$ cat src/hw/dio_pkg.sv
// Constants and types shared by the digital I/O line block
package dio_pkg;

  localparam int NUM_LINES = 4;
  localparam int NUM_USER = 4;
  localparam int WIDTH_BITS = 16;
  localparam int CLK_MHZ = 50;

  // Register offsets (word index on the plain register port)
  localparam logic [7:0] OFS_PIN_INDEX_SELECT = 8'h00;
  localparam logic [7:0] OFS_PIN_DIRECTION = 8'h01;
  localparam logic [7:0] OFS_AUX_SUPPLY_ENABLE = 8'h02;
  localparam logic [7:0] OFS_PIN_POLARITY_INVERT = 8'h03;
  localparam logic [7:0] OFS_PIN_LEVEL = 8'h04;
  localparam logic [7:0] OFS_PIN_LEVEL_VECTOR = 8'h05;
  localparam logic [7:0] OFS_FILTER_KIND_SELECT = 8'h06;
  localparam logic [7:0] OFS_FILTER_WIDTH_US = 8'h07;
  localparam logic [7:0] OFS_PIN_DRIVE_SOURCE = 8'h08;
  localparam logic [7:0] OFS_PIN_CIRCUIT_TYPE = 8'h09;
  localparam logic [7:0] OFS_SW_OUTPUT_INDEX = 8'h0A;
  localparam logic [7:0] OFS_SW_OUTPUT_BIT = 8'h0B;
  localparam logic [7:0] OFS_SW_OUTPUT_VECTOR = 8'h0C;
  localparam logic [7:0] OFS_EXT_SOURCE_IN = 8'h0D;

  // Reset values and the mask of lines able to switch an aux supply
  localparam logic [WIDTH_BITS-1:0] RST_FILTER_WIDTH_US = 16'h0000;
  localparam logic [3:0] RST_SW_OUTPUT_VECTOR = 4'h0;
  localparam logic [3:0] AUX_SUPPLY_CAPABLE = 4'h4;

  // Circuit type per line, packed two bits per line
  localparam logic [7:0] CIRCUIT_TYPE_MAP = 8'h80 | 8'h10 | 8'h04 | 8'h01;

  typedef enum logic [1:0] {CT_TRI_STATE, CT_OPTO_COUPLED, CT_OPEN_DRAIN} circuit_type_t;
  typedef enum logic {FK_GLITCH, FK_BOUNCE} filter_kind_t;

  // Source codes for a driven line
  localparam logic [4:0] SRC_OFF = 5'h00;
  localparam logic [4:0] SRC_LINE0 = 5'h01;
  localparam logic [4:0] SRC_USER0 = 5'h05;
  localparam logic [4:0] SRC_EXT0 = 5'h09;
  localparam logic [4:0] SRC_LAST = 5'h10;

endpackage

$ cat src/hw/pin_sync.sv
// Two flip-flop synchroniser for a vector of pin inputs
`timescale 1ns/10ps
module pin_sync #(
  parameter int W = 4
) (
  input wire logic clk,
  input wire logic arst_n,
  input wire logic [W-1:0] async_in,
  output logic [W-1:0] sync_out
);
  logic [W-1:0] stage1;

  always_ff @(posedge clk or negedge arst_n)
  begin
    if (!arst_n)
    begin
      stage1 <= '0;
      sync_out <= '0;
    end
    else
    begin
      stage1 <= async_in;
      sync_out <= stage1;
    end
  end
endmodule

$ cat src/hw/line_filter.sv
// Glitch filter followed by bounce filter for one input line
`timescale 1ns/10ps
module line_filter #(
  parameter int CW = 22
) (
  input wire logic clk,
  input wire logic arst_n,
  input wire logic raw_in,
  input wire logic [CW-1:0] glitch_cycles,
  input wire logic [CW-1:0] bounce_cycles,
  output logic filt_out
);
  logic glitch_state;
  logic [CW-1:0] glitch_cnt;
  logic [CW-1:0] bounce_cnt;
  logic bounce_busy;

  // Glitch: accept a new level only after it held for glitch_cycles
  always_ff @(posedge clk or negedge arst_n)
  begin
    if (!arst_n)
    begin
      glitch_state <= 1'b0;
      glitch_cnt <= '0;
    end
    else if (raw_in == glitch_state)
      glitch_cnt <= '0;
    else if (glitch_cnt + 1'b1 >= glitch_cycles)
    begin
      glitch_state <= raw_in;
      glitch_cnt <= '0;
    end
    else
      glitch_cnt <= glitch_cnt + 1'b1;
  end

  assign bounce_busy = bounce_cnt != '0;

  // Bounce: pass first edge, then lock for bounce_cycles
  always_ff @(posedge clk or negedge arst_n)
  begin
    if (!arst_n)
    begin
      filt_out <= 1'b0;
      bounce_cnt <= '0;
    end
    else if (bounce_busy)
      bounce_cnt <= bounce_cnt - 1'b1;
    else if (glitch_state != filt_out)
    begin
      filt_out <= glitch_state;
      bounce_cnt <= bounce_cycles;
    end
  end
endmodule

$ cat src/hw/dio_lines.sv
// Per-line configuration, filtering and status for four digital I/O lines
//
// The plain strobed port and the address map were left to the implementer.
`timescale 1ns/10ps
module dio_lines
  import dio_pkg::*;
#(
  parameter int LINES = dio_pkg::NUM_LINES,
  parameter int CW = 22
) (
  input wire logic clk,
  input wire logic arst_n,
  input wire logic [7:0] reg_addr,
  input wire logic [31:0] reg_wdata,
  input wire logic reg_wr,
  input wire logic reg_rd,
  output logic [31:0] reg_rdata,
  input wire logic [3:0] pin_in,
  output logic [3:0] pin_out,
  output logic [3:0] pin_oe,
  output logic [3:0] aux_supply_on,
  input wire logic [3:0] ext_source,
  output logic [3:0] pin_level_vector,
  output logic [3:0] sw_output_vector
);
  import dio_pkg::*;

  // ------------------------------------------------------------
  // Configuration storage
  // ------------------------------------------------------------
  logic [1:0] pin_index_select;
  logic [3:0] pin_direction;
  logic [3:0] pin_polarity_invert;
  logic [3:0] aux_supply_enable;
  logic [3:0] filter_kind_select;
  logic [WIDTH_BITS-1:0] filter_width_us [0:7];
  logic [4:0] pin_drive_source [0:3];
  logic [1:0] sw_output_index;
  logic [3:0] sw_out;
  logic [3:0] synced;
  logic [3:0] filtered;
  logic [3:0] level;
  logic [3:0] drive_val;

  // Microseconds to clock cycles at the core rate
  function automatic logic [CW-1:0] us_to_cycles(input logic [WIDTH_BITS-1:0] us);
    logic [CW-1:0] c;
    c = CW'(us) * CW'(CLK_MHZ);
    return c;
  endfunction

  // Picks one bit of a four-bit vector by index
  function automatic logic pick4(input logic [3:0] v, input logic [1:0] i);
    return v[i];
  endfunction

  // ------------------------------------------------------------
  // Decode
  // ------------------------------------------------------------
  wire sel_wr = reg_wr;
  wire [1:0] li = pin_index_select;
  wire [2:0] wi = {li, filter_kind_select[li]};
  wire wr_index = sel_wr && reg_addr == OFS_PIN_INDEX_SELECT;
  wire wr_dir = sel_wr && reg_addr == OFS_PIN_DIRECTION;
  wire wr_aux = sel_wr && reg_addr == OFS_AUX_SUPPLY_ENABLE;
  wire wr_inv = sel_wr && reg_addr == OFS_PIN_POLARITY_INVERT;
  wire wr_kind = sel_wr && reg_addr == OFS_FILTER_KIND_SELECT;
  wire wr_width = sel_wr && reg_addr == OFS_FILTER_WIDTH_US;
  wire wr_src = sel_wr && reg_addr == OFS_PIN_DRIVE_SOURCE;
  wire wr_uidx = sel_wr && reg_addr == OFS_SW_OUTPUT_INDEX;
  wire wr_ubit = sel_wr && reg_addr == OFS_SW_OUTPUT_BIT;
  wire wr_uvec = sel_wr && reg_addr == OFS_SW_OUTPUT_VECTOR;
  wire src_ok = reg_wdata[4:0] <= SRC_LAST;

  // ------------------------------------------------------------
  // Register writes
  // ------------------------------------------------------------
  always_ff @(posedge clk or negedge arst_n)
  begin
    if (!arst_n)
    begin
      pin_index_select <= 2'h0;
      pin_direction <= 4'h0;
      pin_polarity_invert <= 4'h0;
      aux_supply_enable <= 4'h0;
      filter_kind_select <= 4'h0;
      sw_output_index <= 2'h0;
    end
    else
    begin
      if (wr_index)
        pin_index_select <= reg_wdata[1:0];
      if (wr_dir)
        pin_direction[li] <= reg_wdata[0];
      if (wr_aux && AUX_SUPPLY_CAPABLE[li])
        aux_supply_enable[li] <= reg_wdata[0];
      if (wr_inv)
        pin_polarity_invert[li] <= reg_wdata[0];
      if (wr_kind)
        filter_kind_select[li] <= reg_wdata[0];
      if (wr_uidx)
        sw_output_index <= reg_wdata[1:0];
    end
  end

  always_ff @(posedge clk or negedge arst_n)
  begin
    if (!arst_n)
      sw_out <= RST_SW_OUTPUT_VECTOR;
    else if (wr_uvec)
      sw_out <= reg_wdata[3:0];
    else if (wr_ubit)
      sw_out[sw_output_index] <= reg_wdata[0];
  end

  always_ff @(posedge clk or negedge arst_n)
  begin
    if (!arst_n)
    begin
      for (int i = 0; i < 8; i++)
        filter_width_us[i] <= RST_FILTER_WIDTH_US;
      for (int i = 0; i < 4; i++)
        pin_drive_source[i] <= SRC_OFF;
    end
    else
    begin
      if (wr_width)
        filter_width_us[wi] <= reg_wdata[WIDTH_BITS-1:0];
      if (wr_src && src_ok)
        pin_drive_source[li] <= reg_wdata[4:0];
    end
  end

  // ------------------------------------------------------------
  // Input path: sync, filter, invert
  // ------------------------------------------------------------
  pin_sync #(.W(4)) u_sync (
    .clk(clk),
    .arst_n(arst_n),
    .async_in(pin_in),
    .sync_out(synced)
  );

  genvar g;
  generate
    for (g = 0; g < 4; g++)
    begin : g_line
      line_filter #(.CW(CW)) u_filt (
        .clk(clk),
        .arst_n(arst_n),
        .raw_in(synced[g]),
        .glitch_cycles(us_to_cycles(filter_width_us[2*g])),
        .bounce_cycles(us_to_cycles(filter_width_us[2*g+1])),
        .filt_out(filtered[g])
      );
    end
  endgenerate

  // ------------------------------------------------------------
  // Output path: source select and level
  // ------------------------------------------------------------
  function automatic logic src_value(input logic [4:0] s, input logic [3:0] lv,
                                     input logic [3:0] uo, input logic [3:0] ex);
    logic v;
    v = 1'b0;
    if (s >= SRC_LINE0 && s < SRC_USER0)
      v = lv[2'(s - SRC_LINE0)];
    else if (s >= SRC_USER0 && s < SRC_EXT0)
      v = uo[2'(s - SRC_USER0)];
    else if (s >= SRC_EXT0 && s <= SRC_LAST)
      v = ex[2'(s - SRC_EXT0)];
    return v;
  endfunction

  always_comb
  begin
    for (int i = 0; i < 4; i++)
    begin
      drive_val[i] = src_value(pin_drive_source[i], pin_level_vector, sw_out, ext_source);
      // Level reflects the driven value on outputs, filtered pin on inputs
      level[i] = pin_direction[i] ?
                 (drive_val[i] ^ pin_polarity_invert[i]) :
                 (filtered[i] ^ pin_polarity_invert[i]);
    end
  end

  always_ff @(posedge clk or negedge arst_n)
  begin
    if (!arst_n)
    begin
      pin_out <= 4'h0;
      pin_oe <= 4'h0;
      aux_supply_on <= 4'h0;
      pin_level_vector <= 4'h0;
      sw_output_vector <= RST_SW_OUTPUT_VECTOR;
    end
    else
    begin
      pin_out <= drive_val ^ pin_polarity_invert;
      pin_oe <= pin_direction;
      aux_supply_on <= aux_supply_enable & AUX_SUPPLY_CAPABLE;
      pin_level_vector <= level;
      sw_output_vector <= sw_out;
    end
  end

  // ------------------------------------------------------------
  // Read path
  // ------------------------------------------------------------
  logic [31:0] rd_mux;
  always_comb
  begin
    rd_mux = 32'h0;
    case (reg_addr)
      OFS_PIN_INDEX_SELECT: rd_mux[1:0] = pin_index_select;
      OFS_PIN_DIRECTION: rd_mux[0] = pick4(pin_direction, li);
      OFS_AUX_SUPPLY_ENABLE: rd_mux[0] = pick4(aux_supply_enable, li);
      OFS_PIN_POLARITY_INVERT: rd_mux[0] = pick4(pin_polarity_invert, li);
      OFS_PIN_LEVEL: rd_mux[0] = pick4(pin_level_vector, li);
      OFS_PIN_LEVEL_VECTOR: rd_mux[3:0] = pin_level_vector;
      OFS_FILTER_KIND_SELECT: rd_mux[0] = pick4(filter_kind_select, li);
      OFS_FILTER_WIDTH_US: rd_mux[WIDTH_BITS-1:0] = filter_width_us[wi];
      OFS_PIN_DRIVE_SOURCE: rd_mux[4:0] = pin_drive_source[li];
      OFS_PIN_CIRCUIT_TYPE: rd_mux[1:0] = CIRCUIT_TYPE_MAP[2*li +: 2];
      OFS_SW_OUTPUT_INDEX: rd_mux[1:0] = sw_output_index;
      OFS_SW_OUTPUT_BIT: rd_mux[0] = pick4(sw_out, sw_output_index);
      OFS_SW_OUTPUT_VECTOR: rd_mux[3:0] = sw_out;
      OFS_EXT_SOURCE_IN: rd_mux[3:0] = ext_source;
      default: rd_mux = 32'h0;
    endcase
  end

  always_ff @(posedge clk or negedge arst_n)
  begin
    if (!arst_n)
      reg_rdata <= 32'h0;
    else if (reg_rd)
      reg_rdata <= rd_mux;
    else
      reg_rdata <= 32'h0;
  end

endmodule

$ cat config.mk
export PLATFORM = sky130hd
export DESIGN_NAME = dio_lines
export DESIGN_NICKNAME = d
export VERILOG_FILES = /design/src/hw/dio_pkg.sv /design/src/hw/pin_sync.sv /design/src/hw/line_filter.sv /design/src/hw/dio_lines.sv
export SDC_FILE = /design/constraint.sdc
export NUM_CORES = 1
export LEC_CHECK = 0
export BUFFER_PORTS_ARGS = -buffer_cell sky130_fd_sc_hd__buf_4
export CORE_MARGIN = 5
export CORE_UTILIZATION = 40
export DETAILED_ROUTE_END_ITERATION = 6
export GPL_TIMING_DRIVEN = 0
export PLACE_DENSITY_LB_ADDON = 0.3
export SYNTH_ARGS = -nofsm -noshare
export SYNTH_HDL_FRONTEND = slang
export SYNTH_SLANG_ARGS = --single-unit
$ cat constraint.sdc
create_clock -name clk -period 10.8 [get_ports clk]
set_input_delay 1.62 -clock clk [delete_from_list [all_inputs] [get_ports clk]]
set_output_delay 1.62 -clock clk [all_outputs]
set_load 0.005 [all_outputs]
==> Word level (Yosys, flattened, before mapping) <==
Cells that the tools add are included.
Widths: inputs -> output; s select.
{ "classes": {"shift": 1, "multipliers": 8, "n_lt_le_gt_ge": 49, "n_addsub": 20, "eq_ne": 21, "bitwise_logic": 19, "reduce_logical": 46, "muxes": 99} }
{ "op_table": {"columns": ["op", "count"], "rows": [
  ["$mux 22", 16],
  ["$mul 16x5->21 const B", 8],
  ["$bwmux 128", 1],
  ["$add 22x1->22 const B", 4],
  ["$ge 22x22->1", 4],
  ["$reduce_bool 22->1", 4],
  ["$sub 22x1->22 const B", 4],
  ["$mux 16", 4],
  ["$bmux 16 s3", 1],
  ["$demux 16 s3", 1],
  ["$eq 8x4->1 const B", 6],
  ["$lt 2x3->1 const B", 14],
  ["$bmux 1 s2", 19],
  ["$mux 1", 37],
  ["$eq 8x3->1 const B", 4],
  ["$logic_and 1x1->1", 28],
  ["$le 5x5->1 const B", 5],
  ["$sub 2x1->2 const B", 12],
  ["$bwmux 20", 1],
  ["$bwmux 4", 5],
  ["$ge 5x1->1 const B", 4],
  ["$ge 5x3->1 const B", 4],
  ["$ge 5x4->1 const B", 4],
  ["$lt 5x3->1 const B", 4],
  ["other kinds (29)", 69]
]} }
{ "word_totals": {"inputBits": 52, "elab_cells": 306, "regBits": 413} }

==> Longest topological paths before layout <==
Gate-level depths: netlist of run 1.
{ "logic_depth": {"depth_word": 8, "ltp_mapped": 24, "depth_no_buf": 23} }

==> Hierarchy <==
A second synthesis of run 1 with hierarchy kept.
{ "hier_totals": {"hier_cells": 3642, "hier_area_um2": 34464.3} }
{ "modules_own_cells": {"columns": ["module", "area_each_um2", "cells_each", "seq_area_each_um2", "n_inst"], "rows": [
  ["dio_lines", 22287.6, 2331, 5129.9, 1],
  ["line_filter at g_line[0].u_filt ...", 3005.4, 327, 1151.1, 3],
  ["line_filter at g_line[3].u_filt", 2960.3, 322, 1151.1, 1],
  ["pin_sync", 200.2, 8, 200.2, 1]
]} }

==> Worst setup path before layout of run 1 <==
OpenSTA, ideal clock, no wires.
{ "synth_path": {"path_kind": "register to register", "from": "register filter_width_us[18] (netlist bit)", "to": "register g_line[3].u_filt.glitch_cnt[10]", "setup_time_ps": 74, "n_path_buf": 1, "setup_slack_ps": 5966, "path_stages_with_launch": 21, "synth_period_minus_slack_ps": 4834, "t_arrival_ps": 4761, "path_cell_list": "dfrtp_1 ha_1 ha_1 fa_1 ha_1 a21oi_1 o21ai_0 a21oi_1 a21oi_1 a311oi_1 xor2_1 ha_1 a21o_1 a21o_1 a221o_1 a311oi_1 o21ai_0 a21o_1 nand2b_1 clkbuf_1 nor2b_1"} }
{ "synth_via": {"elab_chain_cells": 4} }
{ "synth_lines": {"columns": ["element", "line", "text"], "rows": [
  ["from (decl)", "dio_lines.sv:36", "logic [WIDTH_BITS-1:0] filter_width_us [0:7];"],
  ["from (signal, indexed assignment)", "dio_lines.sv:128", "filter_width_us[wi] <= reg_wdata[WIDTH_BITS-1:0];"],
  ["$mul 16x5->21", "dio_lines.sv:48", "c = CW'(us) * CW'(CLK_MHZ);"],
  ["$ge 22x22->1", "line_filter.sv:28", "else if (glitch_cnt + 1'b1 >= glitch_cycles)"],
  ["$mux 22", "line_filter.sv:28", null],
  ["$mux 22", "line_filter.sv:26", "else if (raw_in == glitch_state)"],
  ["to (signal assigned)", "line_filter.sv:34", "glitch_cnt <= glitch_cnt + 1'b1;"],
  ["to (decl)", "line_filter.sv:14", "logic [CW-1:0] glitch_cnt;"]
]} }
Every way passes these cells.
A chain may end at the register's enable or synchronous reset.

==> Worst setup path after layout of run 1 <==
{ "layout_path": {"from": "register filter_width_us[19] (netlist bit)", "to": "register g_line[3].u_filt.glitch_cnt[18]"} }
Same word-level chain as after synthesis.

==> impl_metrics.yaml, run 1 <==
run_status:
  outcome: "finished clean"
synthesis:
  synthArstFlopShare_pct: 100
  syn_avg_cell_area_um2: 9.45
  ys_top_cells_by_area: "dfrtp_1, ha_1, fa_1"
  synthCells: 3476
  synth_top_area_share_pct: 30.2
  synth_ff_type: "dfrtp_1"
  synth_fa_ha_area_share_pct: 25.2
  synth_top_family_by_area: "adder cells"
  synth_edf_count: 0
  muxShareOfSynthArea_pct: 5.59
  synth-xor-area-share_pct: 6.77
  ys_ff_latch: 397
  yosysWarnings: 0
  syn_area_mm2: 0.0329
  synth.distinct_cells: 81
  synth_area_leader_cell: "dfrtp_1"
  synthSimpleGateAreaFrac_pct: 13.5
  synth.yosys.seq_area_share_pct: 30.2
  synth_compound_area_share_pct: 12.4
detailed_routing:
  wl_per_cell_um: 17.8
  drt_iter0_drc: 1534
  drc_errors: 0
  vias: 25300
  routed_wl_mm: 83.9
  detail-route-antenna-nets: 0
  dr.pass1.iters: 7
  routed_via_density: 5.37
floorplan:
  die_area_mm2: 0.0880
  io_pins: 104
  fp.coreArea_mm2: 0.0817
  fp.dieH_um: 297
  row_count: 105
  start_util_pct: 40.2
  die_x_um: 297
clocking:
  cts_setup_buffers: 0
  post_cts_resized: 0
  htreeDepth: 2
  cts_root_buf: "clkbuf_16"
  cts_buffers: 49
  insertion_delay_ns: 0.61
  cts.reportedPaths.clkPinSlew_ns: 0.06
  clock-sinks: 397
  cts_tree: "yes"
  ctsHoldBuffers: 0
  clock_path_buffers: 3
setup_path:
  cp_top_family: "compound AO/OA/AOI/OAI gates"
  startpoint_type: "flip-flop"
  cp_num_buf_inv: 1
  worst_ep_required_time_ns: 11.33
  cp_slowest_cell: "dfrtp_1"
  path_class: "flip-flop to flip-flop"
  crit_fanout: 10
  cpMostUsedCell: "ha_1"
  cp_slowest_stage_delay_ns: 0.48
  worstSetupEndpointType: "flip-flop"
  worstPathCellList: "ha_1 -> ha_1 -> fa_1 -> ha_1 -> a21oi_1 -> o21ai_0 -> a21oi_1 -> a21oi_1 -> a311oi_1 -> xor2_1 -> ha_1 -> a21o_1 -> a21o_1 -> a221o_1 -> a311oi_1 -> o21ai_0 -> a21o_1 -> nand2b_1 -> clkbuf_1 -> nor2b_1"
  critPathArrivalTime_ns: 6.18
final_layout:
  fin_util_pct: 44.7
  final_layout_size_suffix_gt1_share_pct: 9.13
  area_growth_pct: 11.2
  final_design_area_no_fill_mm2: 0.0366
  most-common-layout-cells: "ha_1, inv_1, dfrtp_1, nand2_1, o21ai_0"
  instances_no_fill: 4720
  nNetsFinal: 4269
  final_common_cell: "ha_1"
power:
  vdd_drop_max_mv: 0.271
  p_leak_nw: 19.0
  power_density_mw_per_mm2: 160
  power_mw: 5.85
global_route:
  track_usage_pct: 19.0
  grt_first_pass_wirelength_mm: 134
  antenna_found_initial: 13
  gr-total-overflow: 0
  grt_pass1_vias: 24700
  grt_max_degree: 114
job:
  max_cap_violations: 0
timing:
  worstMarginPinSlew_ns: 1.18
  tns_ns: 0
  slew_headroom_pct: 20.9
  hold_violations: 0
  slew_violations: 0
  period_share_pct: 52.3
  setup_viol: 0
  fin_skew_ns: 0.0251
  setup_slack_ns: 5.15
  max_clock_freq_mhz: 177
  hold_slack_ns: 0.346
  rsz0062_at_grt: "false"
  min_period_ns: 5.65
place:
  placed_cells: 4627
  io_buffers: 59
  routabilityCongestion: 0.892
  dp_hpwl_mm: 66.1
  place_area_mm2: 0.0348
  pre_cts_slack_ns: 5.11
hold_path:
  hold_path.class: "flip-flop to flip-flop"
## synth_stat cells (all sizes together), types with 10 or more instances
master / instances
nor2b: 72
buf: 37
ha: 521
nand2: 238
mux4: 22
or3: 21
mux2: 89
inv: 416
a21o: 67
nor4: 39
o21ai: 211
a211oi: 24
a221oi: 10
or4: 12
xor2: 94
nor3: 72
a31oi: 22
dfrtp: 397
fa: 88
nand3: 72
clkbuf: 65
nor2: 183
nand4: 37
and2: 15
and3: 62
o22ai: 52
a21oi: 175
xnor2: 160
mux2i: 34
o221ai: 15
nand2b: 23
o21bai: 12
## layout make-up
| class | count | area [um2] |
|---|---|---|
| fill | 7910 | 45200 |
| inverter | 416 | 1560 |
| tap | 1070 | 1340 |
| clock inverter | 26 | 302 |
| timing repair buffer | 63 | 561 |
| sequential | 397 | 9930 |
| clock buffer | 65 | 1420 |
| multi-input combinational | 2579 | 20900 |
| buffer | 102 | 489 |
| antenna | 2 | 5.00 |
## logic make-up (layout without fill, tap and decap cells)
group           after synthesis  count (layout)
compound gates              668             668
other cells                   1              21
mux                         145             145
fa+ha+maj                   610             610
xor+xnor                    254             254
buf+inv                     518             672
flops                       397             397
simple gates                883             883
## worst paths after layout
kind                                     start                         endpoint  slack [ns]  depth (start not counted)
hold reg to reg               u_sync.stage1[2]               u_sync.sync_out[2]        0.35                          0
max in group asynchronous               arst_n              pin_drive_source[8]        8.18                          4
hold / removal                u_sync.stage1[2]               u_sync.sync_out[2]        0.35                          0
setup / recovery           filter_width_us[19]  g_line[3].u_filt.glitch_cnt[18]        5.15                         20
min in group asynchronous               arst_n               u_sync.sync_out[2]        0.87                          1
setup reg to reg           filter_width_us[19]  g_line[3].u_filt.glitch_cnt[18]        5.15                         20
## registers in the layout (all words and copies together) (netlist names)
name and cells:
filter_width_us 128, g_line.u_filt.bounce_cnt 88, g_line.u_filt.glitch_cnt 88, pin_drive_source 20, reg_rdata 16, aux_supply_enable 4, filter_kind_select 4, g_line.u_filt.filt_out 4
g_line.u_filt.glitch_state 4, pin_direction 4, pin_level_vector 4, pin_oe 4, pin_out 4, pin_polarity_invert 4, sw_out 4, sw_output_vector 4
u_sync.stage1 4, u_sync.sync_out 4, li 2, sw_output_index 2, aux_supply_on 1
## power breakdown
| group | total, mW | switching, mW | internal (mW) |
|---|---|---|---|
| logic | 2.36 | 1.42 | 0.942 |
| registers | 1.73 | 0.0912 | 1.64 |
| clock network | 1.75 | 0.705 | 1.05 |
## metal layers
layer  track usage [%]  wire [um]  up-vias  share of wire [%]
met3              3.61       4960      173                5.9
met5                 0         75        -              0.089
met2              30.5      37900      576                 45
met4              5.71       2820       12                3.4
li1                  -          -    12400                  -
met1              26.1      38100    12200                 45
Note: power is estimated with default switching activity, not from simulation.
==> inputs of run 2 (changes only) <==
--- a/config.mk
+++ b/config.mk
@@ -5,6 +5,7 @@
 export SDC_FILE = /design/constraint.sdc
 export NUM_CORES = 1
 export LEC_CHECK = 0
+export ABC_AREA = 1
 export BUFFER_PORTS_ARGS = -buffer_cell sky130_fd_sc_hd__buf_4
 export CORE_MARGIN = 5
 export CORE_UTILIZATION = 40
==> constraint.sdc (replaced) <==
create_clock -name clk -period 5.8 [get_ports clk]
set_input_delay 0.87 -clock clk [delete_from_list [all_inputs] [get_ports clk]]
set_output_delay 0.87 -clock clk [all_outputs]
set_load 0.005 [all_outputs]
==> impl_metrics.yaml, run 2 <==
final_layout:
  final_layout_size_suffix_gt1_share_pct: 8.08
  fillers: 9082
  nNetsFinal: 5607
  most-common-layout-cells: "nand2_1, inv_1, ha_1, nor2_1, dfrtp_1"
  largestRegisters: "filter_width_us: 128 flops, g_line.u_filt.bounce_cnt: 88 flops, g_line.u_filt.glitch_cnt: 88 flops"
  final_common_cell: "nand2_1"
  fin_util_pct: 45.0
  final_design_area_no_fill_mm2: 0.0406
  area_growth_pct: 11.4
  seqCellArea_mm2: 0.00993
  multi_input_area_mm2: 0.0229
  instances_no_fill: 6165
  largest_reg_flops: 128
  top_register: "filter_width_us"
timing:
  hold_violations: 0
  setup_viol: 0
  max_clock_freq_mhz: 205
  fin_skew_ns: 0.0765
  rsz0062_at_grt: "false"
  setup_slack_ns: 0.914
  slew_headroom_pct: 30.8
  hold_slack_ns: 0.0677
  min_period_ns: 4.89
  period_share_pct: 84.2
  worstMarginPinSlew_ns: 1.03
  tns_ns: 0
  slew_violations: 0
place:
  pre_cts_slack_ns: 0.945
  dp_hpwl_mm: 80.1
  io_buffers: 67
  place_area_mm2: 0.0386
  routabilityCongestion: 0.969
  placed_cells: 6068
setup_path:
  r2r_start: "filter_width_us[83]"
  regToRegEndpoint: "g_line[1].u_filt.glitch_cnt[15]"
  worstPathCellList: "ha_1 -> ha_1 -> inv_1 -> fa_1 -> inv_1 -> ha_1 -> nand3_1 -> nand3_1 -> a21oi_1 -> o21ai_0 -> nand3_1 -> nand3_1 -> nand2_1 -> ha_1 -> nand2_1 -> nor3_1 -> nand2_1 -> nor2_1 -> o21ai_0 -> nand4_1 -> buf_2 -> nor3_1"
  worstSetupEndpointType: "flip-flop"
  critPathArrivalTime_ns: 5.37
  cp_slowest_cell: "dfrtp_1"
  rrSetupSlack_ns: 0.91
  startpoint_type: "flip-flop"
  endpoint: "g_line[1].u_filt.glitch_cnt[15]"
  ff2ff_path_depth: 22
  cp_slowest_stage_delay_ns: 0.50
  worst_ep_required_time_ns: 6.29
  path_class: "flip-flop to flip-flop"
  crit_fanout: 10
  worstSetupStartpoint: "filter_width_us[83]"
synthesis:
  synth_top_area_share_pct: 27.3
  muxShareOfSynthArea_pct: 0
  synth_common_cells: "nand2_1, inv_1, ha_1"
  synth_fa_ha_area_share_pct: 22.7
  ys_ff_latch: 397
  synth.yosys.seq_area_share_pct: 27.3
  synth_edf_count: 0
  synth_top_family_by_area: "simple AND/OR/NAND/NOR gates"
  syn_area_mm2: 0.0364
  synth_compound_area_share_pct: 10.4
  synth_area_leader_cell: "dfrtp_1"
  synth.distinct_cells: 64
  synth-xor-area-share_pct: 4.59
  yosysWarnings: 0
  synthSimpleGateAreaFrac_pct: 25.0
  ys_top_cells_by_area: "dfrtp_1, ha_1, nand2_1"
  synth_ff_type: "dfrtp_1"
  synthCells: 4803
  synth_most_common_cell: "nand2_1"
  synthArstFlopShare_pct: 100
  syn_avg_cell_area_um2: 7.58
floorplan:
  fp.dieH_um: 312
  die_area_mm2: 0.0972
  fp.coreArea_mm2: 0.0901
  die_x_um: 312
  start_util_pct: 40.4
  row_count: 110
  io_pins: 104
global_route:
  gr-total-overflow: 0
  antenna_found_initial: 3
  grt_pass1_vias: 31000
  grt_max_degree: 117
  track_usage_pct: 20.3
  grt_use_met2_pct: 33.5
  met1_usage_pct: 26.5
  met3_usage_pct: 4.45
  grt_first_pass_wirelength_mm: 162
  busiest_layer: "met2"
detailed_routing:
  vias: 31700
  detail-route-antenna-nets: 0
  routed_via_density: 5.15
  routed_wl_mm: 99.8
  dr.pass1.iters: 6
  drc_errors: 0
  drt_iter0_drc: 2165
  wl_per_cell_um: 16.2
job:
  max_cap_violations: 0
clocking:
  ctsHoldBuffers: 0
  cts_tree: "yes"
  cts_buffers: 52
  insertion_delay_ns: 0.67
  clock-sinks: 397
  htreeDepth: 2
  cts.reportedPaths.clkPinSlew_ns: 0.06
  cts_root_buf: "clkbuf_16"
  clock_path_buffers: 3
  post_cts_resized: 0
  cts_setup_buffers: 0
power:
  p_leak_nw: 22.6
  power_density_mw_per_mm2: 205
  vdd_drop_max_mv: 0.267
  power_mw: 8.31
run_status:
  outcome: "finished clean"
hold_path:
  hold_path.class: "input pin to async pin"
-- run 2: cell count changes in the layout (fill, tap and decap cells not counted), moves of 61 or more --
cell / change
nand2_1: +772
inv_1: +370
nor2_1: +238
nand3_1: +167
o21ai_1: +142
xnor2_1: -93
a21oi_1: +92
mux2_2: -89
nor2b_1: -72
and3_1: -61
-- run 2: cell type report --
cell class | instances | share of cell area (%)
inverter | 817 | 7.58
tap | 1176 | 3.63
clock buffer | 67 | 3.62
buffer | 86 | 1.45
antenna | 1 | 0.00617
sequential | 397 | 24.5
multi-input combinational | 3521 | 56.4
clock inverter | 29 | 1.29
timing repair buffer | 71 | 1.53
-- run 2: how the worst min path moves through the flow --
stage               slack [ns]                              end
floorplan                 0.33               u_sync.sync_out[0]
global placement          0.33               u_sync.sync_out[2]
detailed placement        0.34               u_sync.sync_out[0]
CTS                       0.04  g_line[1].u_filt.bounce_cnt[16]
global route              0.05  g_line[1].u_filt.bounce_cnt[16]
finish                    0.07  g_line[1].u_filt.bounce_cnt[14]
-- run 2: layer usage --
metal / part of all wire, % / vias to the layer above
met5: 0.0080 / -
met4: 3.4 / 2
met3: 6.6 / 202
met2: 46 / 793
met1: 44 / 14900
li1: - / 15900
-- run 2: cells by family after synthesis --
logic type	after synthesis
xor gates and xnor gates	189
DFF	397
buffers and inverters	903
other	1
adders and majority gates	609
AOI/OAI and AO/OA	696
and+or+nand+nor	2008
-- run 2: worst max-delay path: cells and delay by family (launching register included) --
| kind | cells | cell delay, ns |
|---|---|---|
| adders and majority gates | 5 | 1.73 |
| and+or+nand+nor | 11 | 1.46 |
| AOI/OAI and AO/OA | 3 | 0.64 |
| DFF | 1 | 0.50 |
| buffers and inverters | 3 | 0.37 |
-- run 2: where the power goes --
part / internal [mW] / switching [mW] / total [mW] / leakage (nW)
Combinational: 0.480 / 0.921 / 1.40 / 16.3
Sequential: 2.96 / 0.235 / 3.20 / 5.26
Clock: 2.30 / 1.41 / 3.71 / 0.965
